File: config.mk
export PLATFORM = sky130hd
export DESIGN_NAME = ioxp_top
export DESIGN_NICKNAME = d
export VERILOG_FILES = /design/src/hw/ioxp_pkg.sv /design/src/hw/ioxp_sync.sv /design/src/hw/ioxp_regs.sv /design/src/hw/ioxp_top.sv
export SDC_FILE = /design/constraint.sdc
export NUM_CORES = 1
export LEC_CHECK = 0
export BUFFER_PORTS_ARGS = -buffer_cell sky130_fd_sc_hd__buf_2
export CAP_MARGIN = 20
export CORE_MARGIN = 2
export CORE_UTILIZATION = 30
export CTS_CLUSTER_SIZE = 24
export DETAILED_ROUTE_END_ITERATION = 10
export GPL_TIMING_DRIVEN = 0
export MAX_ROUTING_LAYER = met4
export PLACE_DENSITY = 0.53
export SLEW_MARGIN = 10
export SYNTH_ARGS = -nofsm -noshare
export SYNTH_HDL_FRONTEND = slang
export SYNTH_SLANG_ARGS = --single-unit
export TNS_END_PERCENT = 30
File: constraint.sdc
create_clock -name core_clk_in -period 2.4 [get_ports core_clk_in]
set_clock_uncertainty 0.05 [all_clocks]
set_input_delay 0.48 -clock core_clk_in [delete_from_list [all_inputs] [get_ports core_clk_in]]
set_output_delay 0.48 -clock core_clk_in [all_outputs]
set_load 0.03 [all_outputs]
File: src/hw/ioxp_pkg.sv
// Shared constants, types and decode helpers for the sixteen-line I/O expander
package ioxp_pkg;

  ////////////////////////////////////////////////////////////////////////////
  // Register codes held in the command pointer
  localparam logic [2:0] REG_LEVEL_LO  = 3'h0;
  localparam logic [2:0] REG_LEVEL_HI  = 3'h1;
  localparam logic [2:0] REG_DRIVE_LO  = 3'h2;
  localparam logic [2:0] REG_DRIVE_HI  = 3'h3;
  localparam logic [2:0] REG_INVERT_LO = 3'h4;
  localparam logic [2:0] REG_INVERT_HI = 3'h5;
  localparam logic [2:0] REG_DIR_LO    = 3'h6;
  localparam logic [2:0] REG_DIR_HI    = 3'h7;

  // Register pair groups, code bits 2:1
  localparam logic [1:0] GRP_LEVEL     = 2'h0;
  localparam logic [1:0] GRP_DRIVE     = 2'h1;
  localparam logic [1:0] GRP_INVERT    = 2'h2;
  localparam logic [1:0] GRP_DIR       = 2'h3;

  // Reset values
  localparam logic [7:0] DRIVE_RST     = 8'hff;
  localparam logic [7:0] INVERT_RST    = 8'h00;
  localparam logic [7:0] DIR_RST       = 8'hff;
  localparam logic [7:0] PTR_RST       = 8'h00;

  // Address byte layout
  localparam int         ADDR_RW_BIT   = 0;
  localparam logic [3:0] BITS_PER_BYTE = 4'h8;

  // Timing: core rate and fast-mode serial limit
  localparam int         CORE_CLK_HZ   = 100_000_000;
  localparam int         FAST_MODE_HZ  = 400_000;
  localparam int         SCL_PERIOD_CYC = CORE_CLK_HZ / FAST_MODE_HZ;
  localparam logic [1:0] INIT_CYCLES   = 2'h3;

  ////////////////////////////////////////////////////////////////////////////
  typedef struct packed
  {
    logic [15:0] drive;
    logic [15:0] invert;
    logic [15:0] dir;
  } ioxp_cfg_t;

  typedef enum logic [3:0]
  {
    ST_IDLE      = 4'h0,
    ST_ADDR      = 4'h1,
    ST_ADDR_ACK  = 4'h2,
    ST_CMD       = 4'h3,
    ST_CMD_ACK   = 4'h4,
    ST_WDATA     = 4'h5,
    ST_WDATA_ACK = 4'h6,
    ST_RDATA     = 4'h7,
    ST_RDATA_ACK = 4'h8
  } ioxp_state_t;

  ////////////////////////////////////////////////////////////////////////////
  // Only the low three command bits pick a register
  function automatic logic [2:0] ioxp_reg_sel(input logic [7:0] cmd);
    return cmd[2:0];
  endfunction

  function automatic logic [1:0] ioxp_reg_grp(input logic [7:0] cmd);
    return cmd[2:1];
  endfunction

endpackage

File: src/hw/ioxp_sync.sv
// Two-stage synchroniser for pins arriving from outside the core clock
`timescale 1ns/1ps
module ioxp_sync
  import ioxp_pkg::*;
#(
  parameter int          W       = 1,
  parameter logic [15:0] RST_VAL = 16'h0000
)
(
  // Clock and reset
  input  wire logic         core_clk_in,
  input  wire logic         rst_b_in,
  // Data
  input  wire logic [W-1:0] async_in,
  output logic      [W-1:0] sync_out
);

  logic [W-1:0] meta_reg;

  // First stage feeds the second only
  always_ff @(posedge core_clk_in or negedge rst_b_in)
  begin
    if (!rst_b_in)
    begin
      meta_reg <= W'(RST_VAL);
      sync_out <= W'(RST_VAL);
    end
    else
    begin
      meta_reg <= async_in;
      sync_out <= meta_reg;
    end
  end

endmodule

File: src/hw/ioxp_regs.sv
// Register bank: drive latches, inversion and direction, and the byte read mux
`timescale 1ns/1ps
module ioxp_regs
  import ioxp_pkg::*;
(
  // Clock and reset
  input  wire logic        core_clk_in,
  input  wire logic        rst_b_in,
  // Write port
  input  wire logic        wr_en_in,
  input  wire logic [7:0]  wr_ptr_in,
  input  wire logic [7:0]  wr_data_in,
  // Read port
  input  wire logic [7:0]  rd_ptr_in,
  input  wire logic [15:0] level_in,
  output logic      [7:0]  rd_data_out,
  // Configuration
  output ioxp_cfg_t        cfg_out
);

  logic [2:0] wr_sel;
  logic [2:0] rd_sel;
  logic [3:0] wr_lane;
  logic [3:0] rd_lane;

  assign wr_sel  = ioxp_reg_sel(wr_ptr_in);
  assign rd_sel  = ioxp_reg_sel(rd_ptr_in);
  assign wr_lane = {wr_sel[0], 3'h0};
  assign rd_lane = {rd_sel[0], 3'h0};

  ////////////////////////////////////////////////////////////////////////////
  // Level group has no storage here, so writes to it fall away
  always_ff @(posedge core_clk_in or negedge rst_b_in)
  begin
    if (!rst_b_in)
    begin
      cfg_out.drive  <= {DRIVE_RST, DRIVE_RST};
      cfg_out.invert <= {INVERT_RST, INVERT_RST};
      cfg_out.dir    <= {DIR_RST, DIR_RST};
    end
    else if (wr_en_in)
    begin
      case (ioxp_reg_grp(wr_ptr_in))
        GRP_DRIVE:  cfg_out.drive[wr_lane +: 8]  <= wr_data_in;
        GRP_INVERT: cfg_out.invert[wr_lane +: 8] <= wr_data_in;
        GRP_DIR:    cfg_out.dir[wr_lane +: 8]    <= wr_data_in;
        default:    ;
      endcase
    end
  end

  ////////////////////////////////////////////////////////////////////////////
  // Even codes use bits 7:0, odd codes bits 15:8
  always_ff @(posedge core_clk_in or negedge rst_b_in)
  begin
    if (!rst_b_in)
      rd_data_out <= 8'h00;
    else
    begin
      case (ioxp_reg_grp(rd_ptr_in))
        GRP_LEVEL:  rd_data_out <= level_in[rd_lane +: 8];
        GRP_DRIVE:  rd_data_out <= cfg_out.drive[rd_lane +: 8];
        GRP_INVERT: rd_data_out <= cfg_out.invert[rd_lane +: 8];
        default:    rd_data_out <= cfg_out.dir[rd_lane +: 8];
      endcase
    end
  end

  a_level_write_drop : assert property (@(posedge core_clk_in) disable iff (!rst_b_in)
    (wr_en_in && ioxp_reg_grp(wr_ptr_in) == GRP_LEVEL) |=> $stable(cfg_out))
    else $error("Write to a level register changed configuration");

endmodule

File: src/hw/ioxp_top.sv
// Sixteen-line two-wire serial I/O expander: bus slave, pointer, ports, interrupt
`timescale 1ns/1ps
module ioxp_top
  import ioxp_pkg::*;
#(
  parameter logic [3:0] ADDR_FIXED = 4'h4
)
(
  // Clock and reset
  input  wire logic       core_clk_in,
  input  wire logic       rst_b_in,
  // Address straps
  input  wire logic       addr_strap_bit0_in,
  input  wire logic       addr_strap_bit1_in,
  input  wire logic       addr_strap_bit2_in,
  // Serial bus
  input  wire logic       scl_in,
  input  wire logic       sda_in,
  output logic            sda_out,
  output logic            sda_oe_out,
  // Low port pins
  input  wire logic [7:0] lo_port_pin_in,
  output logic      [7:0] lo_port_pin_out,
  output logic      [7:0] lo_port_pin_oe_out,
  // High port pins
  input  wire logic [7:0] hi_port_pin_in,
  output logic      [7:0] hi_port_pin_out,
  output logic      [7:0] hi_port_pin_oe_out,
  // Interrupt, open drain
  output logic            int_b_out,
  output logic            int_oe_out
);

  ////////////////////////////////////////////////////////////////////////////
  // Synchronised inputs
  logic        scl_s;
  logic        sda_s;
  logic [2:0]  strap_s;
  logic [15:0] pins_s;
  logic        scl_prev_reg;
  logic        sda_prev_reg;
  logic        scl_rise;
  logic        scl_fall;
  logic        start_cond;
  logic        stop_cond;

  // Bus machine
  ioxp_state_t state_reg;
  logic [3:0]  bit_cnt_reg;
  logic [7:0]  shift_reg;
  logic [7:0]  tx_reg;
  logic [7:0]  ptr_reg;
  logic        master_ack_reg;
  logic        addr_match;
  logic        byte_done;

  // Register bank links
  ioxp_cfg_t   cfg;
  logic [15:0] level;
  logic [7:0]  rd_data;
  logic        wr_en;

  // Interrupt tracking
  logic [15:0] snap_reg;
  logic [1:0]  init_cnt_reg;
  logic        int_act;

  ////////////////////////////////////////////////////////////////////////////
  // SCL and SDA sampled at 100 MHz; fast-mode gives SCL_PERIOD_CYC samples a bit
  ioxp_sync #(.W(2), .RST_VAL(16'h0003)) u_bus_sync
  (
    .core_clk_in (core_clk_in),
    .rst_b_in    (rst_b_in),
    .async_in    ({scl_in, sda_in}),
    .sync_out    ({scl_s, sda_s})
  );

  ioxp_sync #(.W(19), .RST_VAL(16'h0000)) u_pin_sync
  (
    .core_clk_in (core_clk_in),
    .rst_b_in    (rst_b_in),
    .async_in    ({addr_strap_bit2_in, addr_strap_bit1_in, addr_strap_bit0_in,
                   hi_port_pin_in, lo_port_pin_in}),
    .sync_out    ({strap_s, pins_s})
  );

  always_ff @(posedge core_clk_in or negedge rst_b_in)
  begin
    if (!rst_b_in)
    begin
      scl_prev_reg <= 1'b1;
      sda_prev_reg <= 1'b1;
    end
    else
    begin
      scl_prev_reg <= scl_s;
      sda_prev_reg <= sda_s;
    end
  end

  assign scl_rise   = scl_s & ~scl_prev_reg;
  assign scl_fall   = ~scl_s & scl_prev_reg;
  assign start_cond = scl_s & scl_prev_reg & sda_prev_reg & ~sda_s;
  assign stop_cond  = scl_s & scl_prev_reg & ~sda_prev_reg & sda_s;
  assign byte_done  = scl_fall && (bit_cnt_reg == BITS_PER_BYTE);

  // Upper bits fixed, lower three from straps
  assign addr_match = (shift_reg[7:1] == {ADDR_FIXED, strap_s});

  ////////////////////////////////////////////////////////////////////////////
  // Bus state machine; a start wins from any state, a stop idles it
  always_ff @(posedge core_clk_in or negedge rst_b_in)
  begin
    if (!rst_b_in)
      state_reg <= ST_IDLE;
    else if (start_cond)
      state_reg <= ST_ADDR;
    else if (stop_cond)
      state_reg <= ST_IDLE;
    else
    begin
      case (state_reg)
        ST_ADDR:
          if (byte_done)
            state_reg <= addr_match ? ST_ADDR_ACK : ST_IDLE;
        ST_ADDR_ACK:
          if (scl_fall)
            state_reg <= shift_reg[ADDR_RW_BIT] ? ST_RDATA : ST_CMD;
        ST_CMD:
          if (byte_done)
            state_reg <= ST_CMD_ACK;
        ST_CMD_ACK:
          if (scl_fall)
            state_reg <= ST_WDATA;
        ST_WDATA:
          if (byte_done)
            state_reg <= ST_WDATA_ACK;
        ST_WDATA_ACK:
          if (scl_fall)
            state_reg <= ST_WDATA;
        ST_RDATA:
          if (byte_done)
            state_reg <= ST_RDATA_ACK;
        ST_RDATA_ACK:
          if (scl_fall)
            state_reg <= master_ack_reg ? ST_RDATA : ST_IDLE;
        default:
          state_reg <= state_reg;
      endcase
    end
  end

  ////////////////////////////////////////////////////////////////////////////
  // Bit counter and receive shifter
  always_ff @(posedge core_clk_in or negedge rst_b_in)
  begin
    if (!rst_b_in)
    begin
      bit_cnt_reg <= 4'h0;
      shift_reg   <= 8'h00;
    end
    else if (start_cond || byte_done || (scl_fall && !(state_reg inside {ST_ADDR, ST_CMD,
                                                                         ST_WDATA, ST_RDATA})))
      bit_cnt_reg <= 4'h0;
    // Ack bits stay out of the shifter, so the direction bit survives the ack
    else if (scl_rise && bit_cnt_reg != BITS_PER_BYTE && state_reg inside {ST_ADDR, ST_CMD, ST_WDATA, ST_RDATA})
    begin
      bit_cnt_reg <= bit_cnt_reg + 4'h1;
      shift_reg   <= {shift_reg[6:0], sda_s};
    end
  end

  // Master acknowledge sampled on the ninth rising edge of a read byte
  always_ff @(posedge core_clk_in or negedge rst_b_in)
  begin
    if (!rst_b_in)
      master_ack_reg <= 1'b0;
    else if (state_reg == ST_RDATA_ACK && scl_rise)
      master_ack_reg <= ~sda_s;
  end

  ////////////////////////////////////////////////////////////////////////////
  // Pointer: loaded only by a command byte, low bit flipped after each data byte; untouched by stop or restart
  always_ff @(posedge core_clk_in or negedge rst_b_in)
  begin
    if (!rst_b_in)
      ptr_reg <= PTR_RST;
    else if (state_reg == ST_CMD && byte_done)
      ptr_reg <= shift_reg;
    else if ((state_reg == ST_WDATA_ACK && scl_fall) || (state_reg == ST_RDATA_ACK && scl_rise))
      ptr_reg <= {ptr_reg[7:1], ~ptr_reg[0]};
  end

  assign wr_en = (state_reg == ST_WDATA) && byte_done;

  ////////////////////////////////////////////////////////////////////////////
  // Transmit shifter, loaded as a read byte begins
  always_ff @(posedge core_clk_in or negedge rst_b_in)
  begin
    if (!rst_b_in)
      tx_reg <= 8'hff;
    else if (scl_fall && ((state_reg == ST_ADDR_ACK && shift_reg[ADDR_RW_BIT])
                          || (state_reg == ST_RDATA_ACK && master_ack_reg)))
      tx_reg <= rd_data;
    else if (state_reg == ST_RDATA && scl_fall)
      tx_reg <= {tx_reg[6:0], 1'b1};
  end

  // Open drain data: only ever pulls low; acks only after our own address
  always_ff @(posedge core_clk_in or negedge rst_b_in)
  begin
    if (!rst_b_in)
      sda_oe_out <= 1'b0;
    else if (start_cond || stop_cond)
      sda_oe_out <= 1'b0;
    else if (scl_fall)
    begin
      case (state_reg)
        ST_ADDR:      sda_oe_out <= byte_done && addr_match;
        ST_CMD:       sda_oe_out <= byte_done;
        ST_WDATA:     sda_oe_out <= byte_done;
        ST_ADDR_ACK:  sda_oe_out <= shift_reg[ADDR_RW_BIT] && !rd_data[7];
        ST_RDATA:     sda_oe_out <= !byte_done && !tx_reg[6];
        ST_RDATA_ACK: sda_oe_out <= master_ack_reg && !rd_data[7];
        default:      sda_oe_out <= 1'b0;
      endcase
    end
  end

  assign sda_out = 1'b0;

  ////////////////////////////////////////////////////////////////////////////
  // Register bank
  assign level = pins_s ^ (cfg.invert & cfg.dir);

  ioxp_regs u_regs
  (
    .core_clk_in (core_clk_in),
    .rst_b_in    (rst_b_in),
    .wr_en_in    (wr_en),
    .wr_ptr_in   (ptr_reg),
    .wr_data_in  (shift_reg),
    .rd_ptr_in   (ptr_reg),
    .level_in    (level),
    .rd_data_out (rd_data),
    .cfg_out     (cfg)
  );

  // Pin drivers
  assign lo_port_pin_out    = cfg.drive[7:0];
  assign hi_port_pin_out    = cfg.drive[15:8];
  assign lo_port_pin_oe_out = ~cfg.dir[7:0];
  assign hi_port_pin_oe_out = ~cfg.dir[15:8];

  ////////////////////////////////////////////////////////////////////////////
  // Snapshot of pins, first caught once the synchroniser has settled after reset
  always_ff @(posedge core_clk_in or negedge rst_b_in)
  begin
    if (!rst_b_in)
      init_cnt_reg <= 2'h0;
    else if (init_cnt_reg != INIT_CYCLES)
      init_cnt_reg <= init_cnt_reg + 2'h1;
  end

  // Recapture at the ack edge of a level read; a change during that edge may be missed
  always_ff @(posedge core_clk_in or negedge rst_b_in)
  begin
    if (!rst_b_in)
      snap_reg <= 16'h0000;
    else if (init_cnt_reg != INIT_CYCLES)
      snap_reg <= pins_s;
    else if (state_reg == ST_RDATA_ACK && scl_rise && ioxp_reg_grp(ptr_reg) == GRP_LEVEL)
    begin
      if (ptr_reg[0])
        snap_reg[15:8] <= pins_s[15:8];
      else
        snap_reg[7:0] <= pins_s[7:0];
    end
  end

  // Only input pins compare; returning to the snapshot releases it
  assign int_act = |((pins_s ^ snap_reg) & cfg.dir);

  always_ff @(posedge core_clk_in or negedge rst_b_in)
  begin
    if (!rst_b_in)
      int_oe_out <= 1'b0;
    else
      int_oe_out <= int_act && (init_cnt_reg == INIT_CYCLES);
  end

  assign int_b_out = 1'b0;

  ////////////////////////////////////////////////////////////////////////////
  a_addr_ack_low : assert property (@(posedge core_clk_in) disable iff (!rst_b_in)
    (state_reg == ST_ADDR && byte_done && addr_match && !start_cond && !stop_cond)
      |=> (state_reg == ST_ADDR_ACK) && sda_oe_out)
    else $error("Own address not acknowledged");

  a_foreign_addr : assert property (@(posedge core_clk_in) disable iff (!rst_b_in)
    (state_reg == ST_ADDR && byte_done && !addr_match && !start_cond && !stop_cond)
      |=> (state_reg == ST_IDLE) && !sda_oe_out)
    else $error("Foreign address was answered");

  a_rw_select : assert property (@(posedge core_clk_in) disable iff (!rst_b_in)
    (state_reg == ST_ADDR_ACK && scl_fall && !start_cond && !stop_cond)
      |=> (state_reg == (shift_reg[ADDR_RW_BIT] ? ST_RDATA : ST_CMD)))
    else $error("Direction bit misread");

  a_cmd_store : assert property (@(posedge core_clk_in) disable iff (!rst_b_in)
    (state_reg == ST_CMD && byte_done && !start_cond && !stop_cond)
      |=> (ptr_reg == $past(shift_reg)) && (state_reg == ST_CMD_ACK))
    else $error("Command byte not stored in pointer");

  a_ptr_pair_flip : assert property (@(posedge core_clk_in) disable iff (!rst_b_in)
    (state_reg == ST_WDATA_ACK && scl_fall)
      |=> (ptr_reg[0] != $past(ptr_reg[0])) && (ptr_reg[7:1] == $past(ptr_reg[7:1])))
    else $error("Pointer did not move to the pair partner");

  a_ptr_keep_stop : assert property (@(posedge core_clk_in) disable iff (!rst_b_in)
    (stop_cond || start_cond) |=> $stable(ptr_reg))
    else $error("Pointer changed on stop or start");

  a_pin_drive : assert property (@(posedge core_clk_in) disable iff (!rst_b_in)
    wr_en && ioxp_reg_grp(ptr_reg) == GRP_DRIVE
      |=> ##1 (ptr_reg[0] ? hi_port_pin_out : lo_port_pin_out) == $past(shift_reg, 2))
    else $error("Drive latch write did not reach the pins");

  a_output_no_int : assert property (@(posedge core_clk_in) disable iff (!rst_b_in)
    int_oe_out |-> |(($past(pins_s) ^ $past(snap_reg)) & $past(cfg.dir)))
    else $error("Interrupt raised without a changed input pin");

  a_int_raise : assert property (@(posedge core_clk_in) disable iff (!rst_b_in)
    (int_act && init_cnt_reg == INIT_CYCLES) |=> int_oe_out)
    else $error("Changed input pin did not raise the interrupt");

endmodule

# Word level (Yosys, flattened, before mapping)
# Index checks and enable logic that the tools add are counted.
# Widths: inputs -> output; s select.
[op_classes]
addsub = 3
n_mul = 0
div_mod_pow = 0
order_cmp = 0
eq_ne = 24
n_shift = 6
muxes = 30
bitwise_logic = 19
reduce_logical = 46
[ops]
columns = ["cell", "n"]
rows = [
  ["$shiftx 16x5->8", 4],
  ["$bwmux 16", 3],
  ["$mux 4", 11],
  ["$and 16x16->16", 2],
  ["$mux 16", 2],
  ["$xor 16x16->16", 2],
  ["$ne 4x4->1 const B", 7],
  ["$pmux 4 s7", 1],
  ["$pmux 8 s3", 1],
  ["$logic_and 1x1->1", 18],
  ["$eq 4x3->1 const B", 4],
  ["$mux 8", 2],
  ["$not 8->8", 2],
  ["$reduce_or 16->1", 1],
  ["$shift 8x6->16 const A", 1],
  ["$shiftx 8x6->16", 1],
  ["$mux 7", 2],
  ["$reduce_and 2->1", 6],
  ["$reduce_bool 2->1", 6],
  ["$mux 3", 3],
  ["$reduce_bool 9->1", 1],
  ["$eq 4x2->1 const B", 2],
  ["$eq 4x4->1 const B", 2],
  ["$reduce_and 8->1", 1],
  ["other kinds (20)", 43],
]
[word_totals]
register_bits = 147
latchBits = 0
ramBits = 0
romBits = 0
input_bits = 23
out_inout_bits = 36
word_cells = 150
memories = 0

# Logic depth before layout (Yosys ltp)
# Gate-level depths: netlist of the first run.
[depth]
depth_word = 8
depth_mapped = 7
mapped_depth_nobuf = 6

# Modules after synthesis
# From an unflattened synthesis of the first run, not the netlist that was laid out.
[hier_totals]
hier_cells = 475
hier_area_um2 = 6766.5
[modules_own_cells]
columns = ["mod", "instances", "cells_per_inst", "area_each_um2", "seq_area_each_um2"]
rows = [
  ["ioxp_top", 1, 289, 3088.0, 1362.6],
  ["ioxp_regs", 1, 144, 2622.5, 1441.4],
  ["ioxp_sync (u_pin_sync)", 1, 38, 950.9, 950.9],
  ["ioxp_sync (u_bus_sync)", 1, 4, 105.1, 105.1],
]

# Worst setup path after synthesis of the first run
# Ideal clock, no wire load.
[synth_timing]
path_type = "flip-flop to flip-flop"
startpoint = "register u_bus_sync.sync_out[1]"
endpoint = "register snap_reg[0]"
setup_time_ns = 0.125
t_arrival_ns = 1.906
t_required_ns = 2.225
setup_slack_ns = 0.319
stages_incl_launch_ff = 6
period_less_slack_ns = 2.081
path_cell_list = "dfstp_2 > buf_2 > nor2b_1 > nand2_2 > o41ai_4 > mux2_2"
[synth_between]
elab_chain_len = 5
[synth_lines]
columns = ["item", "line", "source"]
rows = [
  ["start: declaration", "ioxp_sync.sv:15", "output logic [W-1:0] sync_out"],
  ["start signal: assignment", "ioxp_sync.sv:26", "sync_out <= W'(RST_VAL);"],
  ["start signal: assignment", "ioxp_sync.sv:31", "sync_out <= meta_reg;"],
  ["$and 1x1->1", "ioxp_top.sv:101", "assign scl_rise = scl_s & ~scl_prev_reg;"],
  ["$logic_and 1x1->1 (2 in series)", "ioxp_top.sv:272", "else if (state_reg == ST_RDATA_ACK && scl_rise && ioxp_reg_grp(ptr_reg) == GRP_LEVEL)"],
  ["$reduce_bool 2->1 (no line)", "-", ""],
  ["$reduce_and 2->1 (no line)", "-", ""],
  ["end signal: assignment", "ioxp_top.sv:271", "snap_reg <= pins_s;"],
  ["end signal: assignment", "ioxp_top.sv:277", "snap_reg[7:0] <= pins_s[7:0];"],
  ["end: declaration", "ioxp_top.sv:64", "logic [15:0] snap_reg;"],
]
# No other way between the ends.
# A chain may end at the register's enable or synchronous reset.

# Worst setup path after layout of the first run
[layout_timing]
startpoint = "register scl_prev_reg"
endpoint = "register u_regs.cfg_out[22] in the netlist's numbering"
[layout_between]
elab_chain_len = 4
[layout_lines]
columns = ["item", "line", "source"]
rows = [
  ["start: declaration", "ioxp_top.sv:40", "logic scl_prev_reg;"],
  ["start signal: assignment", "ioxp_top.sv:96", "scl_prev_reg <= scl_s;"],
  ["$and 1x1->1", "ioxp_top.sv:102", "assign scl_fall = ~scl_s & scl_prev_reg;"],
  ["$logic_and 1x1->1", "ioxp_top.sv:105", "assign byte_done = scl_fall && (bit_cnt_reg == BITS_PER_BYTE);"],
  ["$logic_and 1x1->1", "ioxp_top.sv:194", "assign wr_en = (state_reg == ST_WDATA) && byte_done;"],
  ["$reduce_and 2->1 (no line)", "-", ""],
  ["end: declaration", "ioxp_regs.sv:18", "output ioxp_cfg_t cfg_out"],
]
# No other way between the ends.

==> results.txt, run 1 <==
status -> finished clean
CP Launch Type -> register
initial antenna violation count -> 0
Core Footprint -> 22570 um^2
dpl ws -> -291.6 ps
Post-DRT Antenna Nets -> 0
largest net degree at the start of global routing -> 100
Final Setup Violations -> 0
Fmax -> 433.5 MHz
vias in the first global route -> 4927
maxcap violations -> 0
Die Area -> 24140 um^2
via count -> 4743
Pre-Repair DR Iteration Count -> 4
fin crit share -> 0.9611
drt initial violations -> 269
clk slew on worst S/H paths -> 60 ps
Antenna Cells -> 0
htree depth -> 4
synthesis-to-layout area growth -> 20.13%
Final Net Count -> 677
share of cells above drive strength 1 -> 0.4021
placed wire-length estimate -> 12020 um
Leak -> 3.534 nW
power density over the cells -> 711.1 nW/um^2
CP cell instances -> nor2b_1, buf_2, nand4_2, or3_1, buf_2, mux2_4
Crit Reg-Reg Startpoint -> scl_prev_reg$_DFF_PN1_
Slew @ Worst Pin -> 741.4 ps
Post-Syn Instances -> 566
I/O Buffers -> 56
max reg flops -> 48
gr usage total -> 0.1584
TritonCTS clock tree -> done
cts bufs inserted -> 17
Peak supply drop -> 0.4630 mV
Fillers -> 2204
Worst-Skew Late Latency -> 420 ps
Final Hold Violating Endpoints -> 0
crit path max-delay cell type -> dfstp_2
root buf cell -> clkbuf_16
fin util -> 0.3659
Yosys reg bits -> 147
worst setup margin -> 93.36 ps
placer congestion estimate -> 0.8154
crit-path max FO -> 10
worst rel slew slack -> 0.5057
Distinct cells, synth -> 67
post-DR vias/cell -> 4.998
CP Data Required Time -> 2650 ps
first-pass GRT wire length -> 28030 um
Post-Syn Area per Cell -> 12.15 um^2
arrival time at the worst endpoint -> 2560 ps
unrepaired setup endpoints after global routing -> true
Routed WL -> 17540 um
Critical Path Start -> scl_prev_reg$_DFF_PN1_
number of synthesized flops with an enable pin -> 0
drt drc -> 0
WL per Instance -> 18.48 um
Chip Width -> 155.4 um
Placed Cells -> 909
setup TNS -> 0 ps
I/O Pins -> 59
most common cell after layout, fill and taps aside -> dfrtp_1
Seq/Total Area, Yosys -> 0.5432
cell row count -> 55
most used cells in the layout excluding fill and tap cells -> dfrtp_1, mux2_2, buf_2
Post-synth ARST share -> 1.000
Sink Count -> 147
Worst setup EP type -> register
clk buf depth -> 2
crit path kind -> register to register
Hold WC Path Type -> input pin to register
YS warnings -> 0
fin crit period -> 2307 ps
Mapped Area -> 6875 um^2
Worst path most repeated cell -> buf_2
Hold Path Origin -> hi_port_pin_in[7]
ys flop type -> dfrtp_1
Die Height -> 155.4 um
Crit path largest cell delay -> 630 ps
fin. max-slew vios -> 0
gr ovfl total -> 0
post-route insts no fill -> 949
Initial Util -> 0.3046
where the power goes:
part	switching [W]	internal, W	leakage, nW
clock network	0.00106	0.00165	0.276
logic	0.000230	0.000173	1.53
registers	0.000156	0.00261	1.73
total	0.00144	0.00443	3.53
critical path, delay by kind of cell, from the launching register on:
family | cells | cell delay [ps]
AND/OR/NAND/NOR | 3 | 700
flip-flops | 1 | 630
buffers and inverters | 2 | 460
multiplexers | 1 | 340
through the flow:
step	hold slack (ps)	power (W)	cell area (um^2)
after global routing	85.88	0.006109	8259
after CTS	90.79	0.005940	8198
after global placement	282.0	0.003186	7516
final	105.9	0.005873	8259
after floorplan	134.4	0.003000	6879
after detailed placement	284.7	0.003215	7553
metal layers:
layer	share of wire	wire (um)	track usage
met1	0.45	7964	0.2033
met4	0.015	257	0.05068
met2	0.48	8345	0.2469
met5	0	0	-
met3	0.055	971	0.03955
Yosys cell counts, drive strengths merged, types with 3 or more instances:
cell type / n / area [um^2]
xnor2: 17 / 148.9
nor2: 24 / 92.59
a21oi: 19 / 95.09
a211oi: 8 / 60.06
o22ai: 12 / 75.07
o21bai: 4 / 30.03
nand2: 15 / 58.81
a21boi: 3 / 22.52
or2: 7 / 43.79
o21a: 11 / 82.58
o221a: 4 / 45.04
mux2i: 10 / 100.1
dfrtp: 102 / 2552
mux2: 74 / 863.3
clkbuf: 19 / 72.56
nand3: 18 / 90.09
inv: 22 / 82.58
o31ai: 3 / 36.28
o221ai: 14 / 122.6
nor4b: 3 / 41.29
ha: 3 / 37.54
a22o: 7 / 61.31
a21o: 6 / 45.04
nor2b: 5 / 31.28
and3b: 3 / 26.28
nor4: 5 / 37.53
dfstp: 45 / 1182
buf: 28 / 182.7
xor2: 6 / 52.55
nand3b: 3 / 22.52
and3: 7 / 43.79
o21ai: 21 / 105.1
nand4: 4 / 31.28
nor3b: 6 / 56.31
nand2b: 4 / 25.02
layout make-up:
type,count,area (um^2),share of cell area
sequential,147,3736,0.4524
timing repair buffer,65,392.9,0.04757
tap,285,356.6,0.04318
inverter,23,86.33,0.01045
clock buffer,21,440.4,0.05333
multi-input combinational,350,2835,0.3433
buffer,47,257.7,0.03121
clock inverter,11,153.9,0.01863
cells by family after synthesis:
kind of cell,after synthesis,share of synthesized area
AOI/OAI and AO/OA,125,0.1338
xor gates and xnor gates,23,0.02930
DFF,147,0.5432
and+or+nand+nor,113,0.09791
other,1,0.0005454
muxes,84,0.1401
adders and majority gates,3,0.005460
buffers and inverters,70,0.04968
path summary, 6_finish.rpt:
check	end	slack (ps)	depth (start not counted)
max	u_regs.cfg_out[22]$_DFFE_PN0P_	90	6
min	u_pin_sync.meta_reg[15]$_DFF_PN0_	110	1
max reg2reg	u_regs.cfg_out[22]$_DFFE_PN0P_	90	6
min reg2reg	u_pin_sync.sync_out[7]$_DFF_PN0_	300	0
max in group asynchronous	u_regs.cfg_out[38]$_DFFE_PN1P_	960	3
min in group asynchronous	u_pin_sync.meta_reg[17]$_DFF_PN0_	510	2
what timing repair did:
item                       4_1_cts  5_1_grt
hold endpoints to repair        36        0
pin swaps                        3        2
gates resized for setup          4        6
hold buffers                     1        0
setup endpoints to repair       30       47
setup buffers                    4        3
Power figures use the tool's default switching activity.
==> run 2: changes to the inputs <==
--- a/config.mk
+++ b/config.mk
@@ -13,7 +13,7 @@
 export DETAILED_ROUTE_END_ITERATION = 10
 export GPL_TIMING_DRIVEN = 0
 export MAX_ROUTING_LAYER = met4
-export PLACE_DENSITY = 0.53
+export PLACE_DENSITY = 0.54
 export SLEW_MARGIN = 10
 export SYNTH_ARGS = -nofsm -noshare
 export SYNTH_HDL_FRONTEND = slang
==> constraint.sdc (replaced) <==
create_clock -name core_clk_in -period 2.1 [get_ports core_clk_in]
set_clock_uncertainty 0.05 [all_clocks]
set_input_delay 0.42 -clock core_clk_in [delete_from_list [all_inputs] [get_ports core_clk_in]]
set_output_delay 0.42 -clock core_clk_in [all_outputs]
set_load 0.03 [all_outputs]
==> run 2 against run 1 <==
Net effect: the run now ends with negative setup slack left; die area did not move; cell count rose by 1.3%; maximum frequency rose by 7.5%; largest power group unchanged.
==> results.txt, run 2 (synthesized netlist as in run 1, its figures left out) <==
fin. max-slew vios -> 0 (unchanged)
Slew @ Worst Pin -> 693.5 ps (-47.92 ps)
Final Hold Violating Endpoints -> 0 (unchanged)
placer congestion estimate -> 0.8256 (+1.3%)
Pre-Repair DR Iteration Count -> 5 (+1)
Leak -> 3.638 nW (+2.9%)
Initial Util -> 0.3046 (unchanged)
vias in the first global route -> 4975 (+0.97%)
Die Height -> 155.4 um (unchanged)
FF/Latch Area -> 3740 um^2 (+0.10%)
status -> finished, violations left
placed wire-length estimate -> 11920 um (-0.87%)
I/O Pins -> 59 (unchanged)
worst rel slew slack -> 0.5377 (+0.03195)
gr ovfl total -> 0 (unchanged)
crit-path max FO -> 10 (unchanged)
WL per Instance -> 18.58 um (+0.52%)
Final Net Count -> 689 (+1.8%)
Die Area -> 24140 um^2 (unchanged)
Fillers -> 2208 (+0.18%)
setup TNS -> -340.6 ps (-340.6 ps)
htree depth -> 4 (unchanged)
Peak supply drop -> 0.6625 mV (+43%)
crit path kind -> register to register
Sink Count -> 147 (unchanged)
largest net degree at the start of global routing -> 76 (-24%)
post-route cell area -> 8443 um^2 (+2.2%)
Placed Cells -> 909 (unchanged)
Worst-Skew Late Latency -> 430 ps (about the same)
cts bufs inserted -> 17 (unchanged)
max reg flops -> 48 (unchanged)
first-pass GRT wire length -> 28190 um (+0.59%)
Post-DRT Antenna Nets -> 0 (unchanged)
Final Setup Violations -> 8 (+8)
post-route insts no fill -> 961 (+1.3%)
drt drc -> 0 (unchanged)
Routed met2 length -> 8582 um (+2.8%)
TritonCTS clock tree -> done
post-DR vias/cell -> 5.120 (+2.4%)
CP Data Required Time -> 2360 ps (-290 ps)
most common cell after layout, fill and taps aside -> dfrtp_1
uppermost layer routed -> met4
I/O Buffers -> 56 (unchanged)
placed inst area -> 7553 um^2 (unchanged)
clk slew on worst S/H paths -> 60 ps (about the same)
Comb pwr share -> 0.079 (+0.010)
Core Footprint -> 22570 um^2 (unchanged)
CP Launch Type -> register
gr usage total -> 0.1585 (about the same)
drt initial violations -> 407 (+51%)
fin crit share -> 1.022 (+0.06041)
fin crit period -> 2145 ps (-161.5 ps)
internal power -> 0.004809 W (+8.5%)
arrival time at the worst endpoint -> 2410 ps (-150 ps)
sequential power share -> 0.485 (+0.014)
via count -> 4920 (+3.7%)
Sw Share -> 0.2641 (+0.01855)
final total power -> 0.006535 W (+11%)
Antenna Cells -> 0 (unchanged)
cell row count -> 55 (unchanged)
unrepaired setup endpoints after global routing -> true
Met1 Wirelength -> 7902 um (-0.78%)
worst setup margin -> -45.18 ps (-138.5 ps)
area of the multi-input gates -> 2912 um^2 (+2.7%)
initial antenna violation count -> 0 (unchanged)
failing checks -> negative setup slack
most used cells in the layout excluding fill and tap cells -> dfrtp_1, mux2_2, buf_2
synthesis-to-layout area growth -> 22.80%
power density over the cells -> 774.0 nW/um^2 (+8.8%)
maxcap violations -> 0 (unchanged)
Fmax -> 466.2 MHz (+7.5%)
Chip Width -> 155.4 um (unchanged)
Hold WC Path Type -> input pin to register
share of cells above drive strength 1 -> 0.4423 (+0.04020)
clock share of power -> 0.435 (-0.025)
root buf cell -> clkbuf_16
Worst setup EP type -> register
clk buf depth -> 2 (unchanged)
switching component of the power -> 0.001726 W (+20%)
met3 routed wirelength -> 1068 um (+10%)
Routed WL -> 17850 um (+1.8%)
==> run 2: changes by cell type in the layout (fill, tap and decap cells not counted), sizes merged <==
cell / delta
buf: +11
bufinv: -3
clkinv: +3
inv: +2
clkinvlp: -1
==> run 2: metal layers <==
| metal | up-vias | global-route usage |
|---|---|---|
| met1 | 2498 | 0.2009 |
| met2 | 161 | 0.2469 |
| li1 | 2238 | - |
| met5 | - | - |
| met3 | 23 | 0.03900 |
| met4 | 0 | 0.05810 |
==> run 2: final timing paths <==
path                       cells past startpoint                                end                              from  slack [ps]
setup / recovery                               6     u_regs.cfg_out[21]$_DFFE_PN0P_            scl_prev_reg$_DFF_PN1_         -50
hold / removal                                 1   u_bus_sync.meta_reg[0]$_DFF_PN1_                            sda_in          40
setup reg to reg                               6     u_regs.cfg_out[21]$_DFFE_PN0P_            scl_prev_reg$_DFF_PN1_         -50
hold reg to reg                                0   u_pin_sync.sync_out[2]$_DFF_PN0_  u_pin_sync.meta_reg[2]$_DFF_PN0_         300
max in group asynchronous                      3     u_regs.cfg_out[13]$_DFFE_PN1P_                          rst_b_in         690
min in group asynchronous                      2  u_pin_sync.meta_reg[18]$_DFF_PN0_                          rst_b_in         510
==> run 2: layout make-up <==
cell class	instances	share of cell area
Clock inverter	12	0.01141
Multi-Input combinational cell	350	0.3448
Buffer	46	0.03423
Tap cell	285	0.04223
Timing Repair Buffer	78	0.06002
Inverter	23	0.01023
Clock buffer	20	0.05409
Sequential cell	147	0.4429
==> run 2: per-stage QoR <==
stage                     utilization  hold slack (ps)  worst slack (ps)
after global placement         0.3330            282.3             -1589
after global routing           0.3741            26.19            -95.13
final                          0.3741            38.37            -45.18
after floorplan                     -            74.41             19.04
after CTS                      0.3667            20.87            -209.1
after detailed placement       0.3346            284.7            -648.0
==> run 2: what timing repair did <==
item | in CTS | in global routing
endpoints found under the hold margin | 58 | 0
hold buffers | 1 | 0
pin swaps | 7 | 8
resized for setup | 21 | 30
endpoints found under the setup margin | 83 | 72
buffers inserted | 9 | 11
==> run 2: worst max-delay path, cell delays in order, from the launching register on <==
cell,delay (ps)
dfstp_2,630
nor2b_4,180
buf_6,150
nand4_4,140
or3_1,370
buf_6,190
mux2_4,300
==> run 2: power groups by stage <==
stage,logic [W],clock network (W),registers (W)
global placement,0.000442,0,0.00320
CTS,0.000489,0.00293,0.00317
global route,0.000578,0.00303,0.00320
finish,0.000517,0.00285,0.00317
floorplan,0.000288,0,0.00314
detailed placement,0.000460,0,0.00321
